$ cat src/rtl/gpio_port_map.svh
// Purpose: Register offsets, reset values and encodings of the I/O port.
// Assumes: Byte addresses on a 32-bit AXI4-Lite bus, one word per register.
// Notes:   Definitions only.
`ifndef GPIO_PORT_MAP_SVH
`define GPIO_PORT_MAP_SVH

`define PORT_PIN_DATA_OFS       5'h00
`define PORT_PIN_DIRECTION_OFS  5'h04
`define PORT_PIN_OPTION_OFS     5'h08
`define EXT_IRQ_SENS_OFS        5'h0C
`define PIN_LEVEL_OFS           5'h10

`define PORT_RESET_VALUE        8'h00
`define SENS_RESET_VALUE        2'h0

`define SENS_LOW_LEVEL          2'h0
`define SENS_RISING             2'h1
`define SENS_FALLING            2'h2
`define SENS_BOTH_EDGES         2'h3

`define AXI_RESP_OKAY           2'h0
`define AXI_RESP_SLVERR         2'h2

`endif

$ cat src/rtl/gpio_port_pkg.sv
// Purpose: Types shared by the I/O port design and its bench.
// Assumes: Constants live in gpio_port_map.svh.
// Notes:   Nothing here is imported; users write gpio_port_pkg::name.
package gpio_port_pkg;
   typedef logic [1:0] sens_t;
   typedef logic [1:0] axi_resp_t;
   typedef enum logic [2:0] {
      SEL_DATA,
      SEL_DIRECTION,
      SEL_OPTION,
      SEL_SENS,
      SEL_LEVEL,
      SEL_NONE
   } reg_sel_t;
endpackage

$ cat src/rtl/bidirectional_io_port.sv
// Purpose: Eight-pin general-purpose I/O port with AXI4-Lite registers.
// Assumes: Peripheral alternate-function inputs come from logic on aclk.
// Notes:   Pins are split into input, output value and output enable.
//
// Operation
// - Eight pins, each set by same-numbered bits.
// - Input pin: data read returns pin level.
// - Input pin: data write changes latch only.
// - Output pin: latch drives, read returns latch.
// - Option picks push-pull or open-drain output.
// - Interrupt pin raises request on sensitivity event.
// - Shared vector: detected pin events are ORed.
// - Request latch hidden, cleared by fetch, sensitivity.
// - Enabled alternate function overrides direction, option.
// - Peripheral output forces output, peripheral drive style.
// - Input with alternate output: read returns it.
// - Output with alternate input: peripheral sees latch.
// - Modes: 00 float, 01 pull-up/irq, 10 od, 11 pp.
// - Irq pins: option enables interrupt, some pull-up.
// - Irq reaches CPU only unmasked and configured.
// - Wait, Halt keep state; interrupts wake device.
`include "gpio_port_map.svh"
`timescale 1ns/100ps
`default_nettype none

module bidirectional_io_port #(
   parameter int         WIDTH       = 8,
   parameter int         ADDR_W      = 5,
   parameter logic [7:0] IRQ_CAPABLE = 8'hFF,
   parameter logic [7:0] IRQ_PULLUP  = 8'h00
) (
   input  wire  logic              aclk,
   input  wire  logic              aresetn,
   input  wire  logic [ADDR_W-1:0] awaddr,
   input  wire  logic              awvalid,
   output logic                    awready,
   input  wire  logic [31:0]       wdata,
   input  wire  logic [3:0]        wstrb,
   input  wire  logic              wvalid,
   output logic                    wready,
   output gpio_port_pkg::axi_resp_t bresp,
   output logic                    bvalid,
   input  wire  logic              bready,
   input  wire  logic [ADDR_W-1:0] araddr,
   input  wire  logic              arvalid,
   output logic                    arready,
   output logic [31:0]             rdata,
   output gpio_port_pkg::axi_resp_t rresp,
   output logic                    rvalid,
   input  wire  logic              rready,
   input  wire  logic [WIDTH-1:0]  pin_in,
   output logic [WIDTH-1:0]        pin_out,
   output logic [WIDTH-1:0]        pin_oe,
   output logic [WIDTH-1:0]        pull_up_en,
   input  wire  logic [WIDTH-1:0]  af_out_en,
   input  wire  logic [WIDTH-1:0]  af_out_val,
   input  wire  logic [WIDTH-1:0]  af_open_drain,
   output logic [WIDTH-1:0]        af_in,
   input  wire  logic              vector_fetch,
   input  wire  logic              cpu_irq_masked,
   output logic                    irq_pending,
   output logic                    irq_to_cpu,
   output logic                    wake
);

   ////////////////////////////////////////////////////////////////////////////
   logic [WIDTH-1:0]     pin_data_latch;
   logic [WIDTH-1:0]     port_pin_direction;
   logic [WIDTH-1:0]     port_pin_option;
   gpio_port_pkg::sens_t ext_irq_sensitivity_reg;
   logic [WIDTH-1:0]     pin_meta;
   logic [WIDTH-1:0]     pin_sync;
   logic [WIDTH-1:0]     pin_prev;
   logic [ADDR_W-1:0]    aw_addr;
   logic                 aw_held;
   logic [31:0]          w_data;
   logic [3:0]           w_strb;
   logic                 w_held;
   logic                 do_write;
   logic                 sens_write;
   logic [WIDTH-1:0]     eff_dir;
   logic [WIDTH-1:0]     eff_val;
   logic [WIDTH-1:0]     eff_od;
   logic [WIDTH-1:0]     data_view;
   logic [WIDTH-1:0]     irq_en;
   logic [WIDTH-1:0]     pin_event;
   logic                 event_any;
   gpio_port_pkg::reg_sel_t wsel;

   function automatic gpio_port_pkg::reg_sel_t decode(input logic [ADDR_W-1:0] a);
      case (a)
         `PORT_PIN_DATA_OFS:      decode = gpio_port_pkg::SEL_DATA;
         `PORT_PIN_DIRECTION_OFS: decode = gpio_port_pkg::SEL_DIRECTION;
         `PORT_PIN_OPTION_OFS:    decode = gpio_port_pkg::SEL_OPTION;
         `EXT_IRQ_SENS_OFS:       decode = gpio_port_pkg::SEL_SENS;
         `PIN_LEVEL_OFS:          decode = gpio_port_pkg::SEL_LEVEL;
         default:                 decode = gpio_port_pkg::SEL_NONE;
      endcase
   endfunction

   function automatic logic detect(input gpio_port_pkg::sens_t s,
                                   input logic cur, input logic prev);
      case (s)
         `SENS_LOW_LEVEL: detect = !cur;
         `SENS_RISING:    detect = cur && !prev;
         `SENS_FALLING:   detect = !cur && prev;
         default:         detect = cur != prev;
      endcase
   endfunction

   ////////////////////////////////////////////////////////////////////////////
   // Two-stage synchronizer; only pin_sync and its delayed copy pin_prev are read by logic.
   always_ff @(posedge aclk) begin
      if (!aresetn) begin
         pin_meta <= '0;
         pin_sync <= '0;
         pin_prev <= '0;
      end else begin
         pin_meta <= pin_in;
         pin_sync <= pin_meta;
         pin_prev <= pin_sync;
      end
   end

   ////////////////////////////////////////////////////////////////////////////
   // Write channel: address and data are taken in either order.
   assign do_write   = aw_held && w_held && !bvalid;
   assign wsel       = decode(aw_addr);
   assign sens_write = do_write && w_strb[0] && wsel == gpio_port_pkg::SEL_SENS;

   always_ff @(posedge aclk) begin
      if (!aresetn) begin
         aw_held <= 1'b0;
         aw_addr <= '0;
         awready <= 1'b0;
      end else begin
         awready <= !aw_held && !(awvalid && awready) && !bvalid;
         if (awvalid && awready) begin
            aw_held <= 1'b1;
            aw_addr <= awaddr;
         end else if (do_write) begin
            aw_held <= 1'b0;
         end
      end
   end

   always_ff @(posedge aclk) begin
      if (!aresetn) begin
         w_held <= 1'b0;
         w_data <= '0;
         w_strb <= '0;
         wready <= 1'b0;
      end else begin
         wready <= !w_held && !(wvalid && wready) && !bvalid;
         if (wvalid && wready) begin
            w_held <= 1'b1;
            w_data <= wdata;
            w_strb <= wstrb;
         end else if (do_write) begin
            w_held <= 1'b0;
         end
      end
   end

   always_ff @(posedge aclk) begin
      if (!aresetn) begin
         bvalid <= 1'b0;
         bresp  <= `AXI_RESP_OKAY;
      end else if (do_write) begin
         bvalid <= 1'b1;
         bresp  <= (wsel == gpio_port_pkg::SEL_NONE) ? `AXI_RESP_SLVERR : `AXI_RESP_OKAY;
      end else if (bready) begin
         bvalid <= 1'b0;
      end
   end

   // Register writes; the latch is stored whatever the direction.
   always_ff @(posedge aclk) begin
      if (!aresetn) begin
         pin_data_latch          <= `PORT_RESET_VALUE;
         port_pin_direction      <= `PORT_RESET_VALUE;
         port_pin_option         <= `PORT_RESET_VALUE;
         ext_irq_sensitivity_reg <= `SENS_RESET_VALUE;
      end else if (do_write && w_strb[0]) begin
         case (wsel)
            gpio_port_pkg::SEL_DATA:      pin_data_latch <= w_data[WIDTH-1:0];
            gpio_port_pkg::SEL_DIRECTION: port_pin_direction <= w_data[WIDTH-1:0];
            gpio_port_pkg::SEL_OPTION:    port_pin_option <= w_data[WIDTH-1:0];
            gpio_port_pkg::SEL_SENS:      ext_irq_sensitivity_reg <= w_data[1:0];
            default: ;
         endcase
      end
   end

   ////////////////////////////////////////////////////////////////////////////
   // Read channel; the data register shows a per-pin view.
   always_comb begin
      for (int i = 0; i < WIDTH; i++) begin
         if (port_pin_direction[i])
            data_view[i] = pin_data_latch[i];
         else if (af_out_en[i])
            data_view[i] = af_out_val[i];
         else
            data_view[i] = pin_sync[i];
      end
   end

   always_ff @(posedge aclk) begin
      if (!aresetn) begin
         arready <= 1'b0;
         rvalid  <= 1'b0;
         rdata   <= '0;
         rresp   <= `AXI_RESP_OKAY;
      end else begin
         arready <= !rvalid && !(arvalid && arready);
         if (arvalid && arready) begin
            rvalid <= 1'b1;
            rresp  <= `AXI_RESP_OKAY;
            rdata  <= '0;
            case (decode(araddr))
               gpio_port_pkg::SEL_DATA:      rdata[WIDTH-1:0] <= data_view;
               gpio_port_pkg::SEL_DIRECTION: rdata[WIDTH-1:0] <= port_pin_direction;
               gpio_port_pkg::SEL_OPTION:    rdata[WIDTH-1:0] <= port_pin_option;
               gpio_port_pkg::SEL_SENS:      rdata[1:0] <= ext_irq_sensitivity_reg;
               gpio_port_pkg::SEL_LEVEL:     rdata[WIDTH-1:0] <= pin_sync;
               default:                      rresp <= `AXI_RESP_SLVERR;
            endcase
         end else if (rready) begin
            rvalid <= 1'b0;
         end
      end
   end

   ////////////////////////////////////////////////////////////////////////////
   // Pin drivers; an active peripheral output replaces direction and option.
   assign eff_dir = port_pin_direction | af_out_en;
   assign eff_val = (af_out_en & af_out_val) | (~af_out_en & pin_data_latch);
   assign eff_od  = (af_out_en & af_open_drain) | (~af_out_en & ~port_pin_option);

   always_ff @(posedge aclk) begin
      if (!aresetn) begin
         pin_out    <= '0;
         pin_oe     <= '0;
         pull_up_en <= '0;
         af_in      <= '0;
      end else begin
         pin_out    <= eff_val;
         pin_oe     <= eff_dir & (~eff_val | ~eff_od);
         pull_up_en <= ~eff_dir & port_pin_option & (~IRQ_CAPABLE | IRQ_PULLUP);
         af_in      <= (port_pin_direction & pin_data_latch)
                     | (~port_pin_direction & pin_sync);
      end
   end

   ////////////////////////////////////////////////////////////////////////////
   // External interrupt: one vector for all interrupt-capable pins.
   assign irq_en = IRQ_CAPABLE & ~port_pin_direction & port_pin_option;

   always_comb begin
      for (int i = 0; i < WIDTH; i++)
         pin_event[i] = irq_en[i] && detect(ext_irq_sensitivity_reg, pin_sync[i],
                                            pin_prev[i]);
   end
   assign event_any = |pin_event;

   // A new event wins over a fetch or a sensitivity change.
   always_ff @(posedge aclk) begin
      if (!aresetn) begin
         irq_pending <= 1'b0;
         irq_to_cpu  <= 1'b0;
         wake        <= 1'b0;
      end else begin
         if (event_any)
            irq_pending <= 1'b1;
         else if (vector_fetch || sens_write)
            irq_pending <= 1'b0;
         irq_to_cpu <= irq_pending && !cpu_irq_masked;
         wake       <= irq_pending;
      end
   end

   ////////////////////////////////////////////////////////////////////////////
   property p_reset_float;
      @(posedge aclk) !aresetn |=> pin_oe == '0 && pull_up_en == '0;
   endproperty
   a_reset_float: assert property (p_reset_float) else $error("pin driven after reset");

   property p_od_high;
      @(posedge aclk) disable iff (!aresetn)
      (port_pin_direction[0] && !port_pin_option[0] && !af_out_en[0] && pin_data_latch[0])
      |=> !pin_oe[0];
   endproperty
   a_od_high: assert property (p_od_high) else $error("open-drain high driven");

   property p_pp_drive;
      @(posedge aclk) disable iff (!aresetn)
      (port_pin_direction[0] && port_pin_option[0] && !af_out_en[0])
      |=> pin_oe[0] && pin_out[0] == $past(pin_data_latch[0]);
   endproperty
   a_pp_drive: assert property (p_pp_drive) else $error("push-pull not latch");

   property p_input_free;
      @(posedge aclk) disable iff (!aresetn)
      (!port_pin_direction[1] && !af_out_en[1]) |=> !pin_oe[1];
   endproperty
   a_input_free: assert property (p_input_free) else $error("input pin driven");

   property p_af_force;
      @(posedge aclk) disable iff (!aresetn)
      (af_out_en[2] && !af_open_drain[2])
      |=> pin_oe[2] && pin_out[2] == $past(af_out_val[2]);
   endproperty
   a_af_force: assert property (p_af_force) else $error("peripheral output lost");

   property p_event_set;
      @(posedge aclk) disable iff (!aresetn)
      event_any |=> irq_pending ##1 wake;
   endproperty
   a_event_set: assert property (p_event_set) else $error("event not latched");

   property p_fetch_clear;
      @(posedge aclk) disable iff (!aresetn)
      ((vector_fetch || sens_write) && !event_any) |=> !irq_pending;
   endproperty
   a_fetch_clear: assert property (p_fetch_clear) else $error("request not cleared");

   property p_cpu_mask;
      @(posedge aclk) disable iff (!aresetn)
      irq_to_cpu |-> $past(irq_pending) && !$past(cpu_irq_masked);
   endproperty
   a_cpu_mask: assert property (p_cpu_mask) else $error("masked irq passed");

   property p_read_input;
      @(posedge aclk) disable iff (!aresetn)
      (arvalid && arready && araddr == `PORT_PIN_DATA_OFS && !port_pin_direction[3]
       && !af_out_en[3]) |=> rvalid && rdata[3] == $past(pin_sync[3]);
   endproperty
   a_read_input: assert property (p_read_input) else $error("input read wrong");

endmodule

`default_nettype wire

$ cat config.mk
export PLATFORM = sky130hd
export DESIGN_NAME = bidirectional_io_port
export DESIGN_NICKNAME = d
export VERILOG_FILES = /design/src/rtl/gpio_port_pkg.sv /design/src/rtl/bidirectional_io_port.sv
export VERILOG_INCLUDE_DIRS = /design/src /design/src/rtl
export SDC_FILE = /design/constraint.sdc
export NUM_CORES = 1
export LEC_CHECK = 0
export BUFFER_PORTS_ARGS = -buffer_cell sky130_fd_sc_hd__buf_2
export CORE_MARGIN = 4
export CORE_UTILIZATION = 46
export DETAILED_ROUTE_END_ITERATION = 6
export PLACE_DENSITY = 0.73
export SYNTH_ARGS = -nofsm -noshare
export SYNTH_HDL_FRONTEND = slang
export SYNTH_SLANG_ARGS = --single-unit
$ cat constraint.sdc
create_clock -name aclk -period 1.8 [get_ports aclk]
set_clock_uncertainty 0.2 [all_clocks]
set_input_delay 0.36 -clock aclk [delete_from_list [all_inputs] [get_ports aclk]]
set_output_delay 0.36 -clock aclk [all_outputs]
set_load 0.1 [all_outputs]
==> impl_metrics.toml <==
[run_status]
status = "complete, but fails checks"
violations = "setup timing"

[worst_hold_path]
hp-class = "primary input to flop"

[critical_path]
startpoint_type = "flop"
required_ps = 1870
critPathMaxFanout = 2
cp-end-kind = "flop"
arrival_ps = 1960
crit_type = "flop to flop"

[placement]
post-place-cells = 811
place_area_sq_um = 5928
dp_slack_ps = -245.0
gp_congestion = 0.9294
place_hpwl_mm = 9.355
port_buffers = 101

[cts]
clock_latency_ps = 380
cts-root-buf = "clkbuf_8"
clk_pin_slew_ps = 110
cts_buffers = 9
cts_buffer_depth = 2
cts_tree = "built"
h-tree-depth = 3
clock_sinks = 108

[sta]
worst_slack_ps = -93.26
period_share_pct = 105.2
drv_slew = 0
final-hold-violation-count = 0
setup-violations-final = 3
whs_ps = 18.60
min_period_ps = 1893
rsz0062_at_grt = "yes"
worst_pin_slew_ps = 613.1
timing.fmax_mhz = 528.2
slew_headroom_pct = 59.04

[layout]
final_common_cell = "dfxtp_1"
design_area_sq_um = 6616
stdcell_count = 839
area_delta_synth_final_pct = 29.23
finalNetCount = 797
num_antenna_cells = 0
layout-drive-gt1-share_pct = 33.05
layout_common_cells = "96 x dfxtp_1, 95 x buf_2, 47 x nand2_1"

[grt]
grt_antenna_before_repair = 0
overflow = 0
grt_use_total_pct = 20.24
grt_pass1_wl_mm = 20.80
grt_pass1_vias = 4171
grt_start_max_net_pins = 63

[logic_synthesis]
yosys.area.top_type = "dfxtp_1"
syn_inst = 553
async_flop_share_pct = 0
synth_ff_type = "dfxtp_1"
netlist_area_sq_um = 5120
yosys-top-cells-area = "dfxtp_1 42%, mux2i_1 8.2%, nor2b_1 5.7%"
synth_edf_count = 0
ys_types = 46
avgSynthCellArea_sq_um = 9.258
yosysTopAreaCellShare_pct = 42.23
ys_ff_latch = 108
ys_warn_count = 0
synth_seq_area_share_pct = 42.23

[routing]
dr.pass1.iters = 5
num_vias = 4340
totalWireLength_mm = 13.33
wire_per_inst_um = 15.88
drtIter0Drc = 278
route.detailed.drc = 0
drtAntennaViolNets = 0
via_per_inst = 5.173

[floorplan]
start_util_pct = 47.02
fp-row-count = 38
core_sq_um = 10890
pin_count = 163
fp.dieH_um = 113.5
die_w_um = 113.5
die_area_sq_um = 12880

[pwr]
vdd_drop_max_v = 0.0003814
p_per_area_nw_per_um2 = 765.2
p_leak_nw = 2.825

[job]
maxCapViolCount = 0
[worst paths after layout]
path | from | to | slack (ps) | cells after the start
max reg2reg | pin_sync[7] | irq_pending | -90 | 7
min | wdata[0] | w_data[0] | 20 | 3
max | pin_sync[7] | irq_pending | -90 | 7
min reg2reg | pin_meta[6] | pin_sync[6] | 250 | 1
[cells by family after synthesis]
logic type / share of synthesized area, %
flip-flops: 42.23
AO/OA/AOI/OAI: 17.33
multiplexers: 8.211
adder cells (fa/ha/maj): 3.910
AND/OR/NAND/NOR: 18.72
buffers and inverters: 9.531
other: 0.07324
[per-layer routing]
layer / track usage [%] / share of wire [%]
met1: 26.10 / 41
met2: 33.02 / 49
met3: 5.093 / 7.9
met4: 7.051 / 2.2
met5: 0 / 0
[critical path, cell delays in order, from the launching register on]
cell and delay [ps]:
dfxtp_2 350, inv_2 50, ha_4 260, nand2b_4 120, a311oi_4 120, a22oi_2 250
o311ai_2 150, o31a_1 300
[power breakdown]
part	switching, mW	internal [mW]
sequential	0.0448	2.46
combinational	0.764	0.224
clock	0.872	0.698
total	1.68	3.38
[metrics by stage]
| step | total power, mW | util [%] | TNS (ps) |
|---|---|---|---|
| after floorplan | 3.353 | - | -277.1 |
| after global placement | 3.486 | 54.45 | -1254 |
| after detailed placement | 3.502 | 54.45 | -1561 |
| after CTS | 5.070 | 59.37 | -59.87 |
| after global routing | 5.259 | 60.77 | -663.3 |
| final | 5.063 | 60.77 | -120.6 |
[synthesized netlist by cell type (13+ instances only)]
cell type	number
dfxtp_1	108
mux2i_1	42
nand2b_1	19
nand3_1	14
nor2_1	13
ha_1	16
nor2b_1	47
o21ai_1	15
and2_1	27
buf_4	34
nand2_1	47
a21boi_0	24
inv_1	27
o21ai_0	29
clkbuf_1	16
[repair_timing]
item | 4_1_cts | 5_1_grt
setup endpoints to repair | 7 | 20
buffers inserted | 1 | 4
gates cloned | 1 | 0
pin swaps | 7 | 12
hold endpoints to repair | 9 | 0
resized for setup | 42 | 28
hold buffers | 9 | 0
[layout make-up]
class	instances	area, sq um
Timing Repair Buffer	159	1064
Clock buffer	10	137.6
Sequential cell	108	2182
Tap cell	140	175.2
Clock inverter	6	70.07
Multi-Input combinational cell	389	2887
Fill cell	925	4272
Inverter	27	101.3
(Power assumes the default switching activity.)
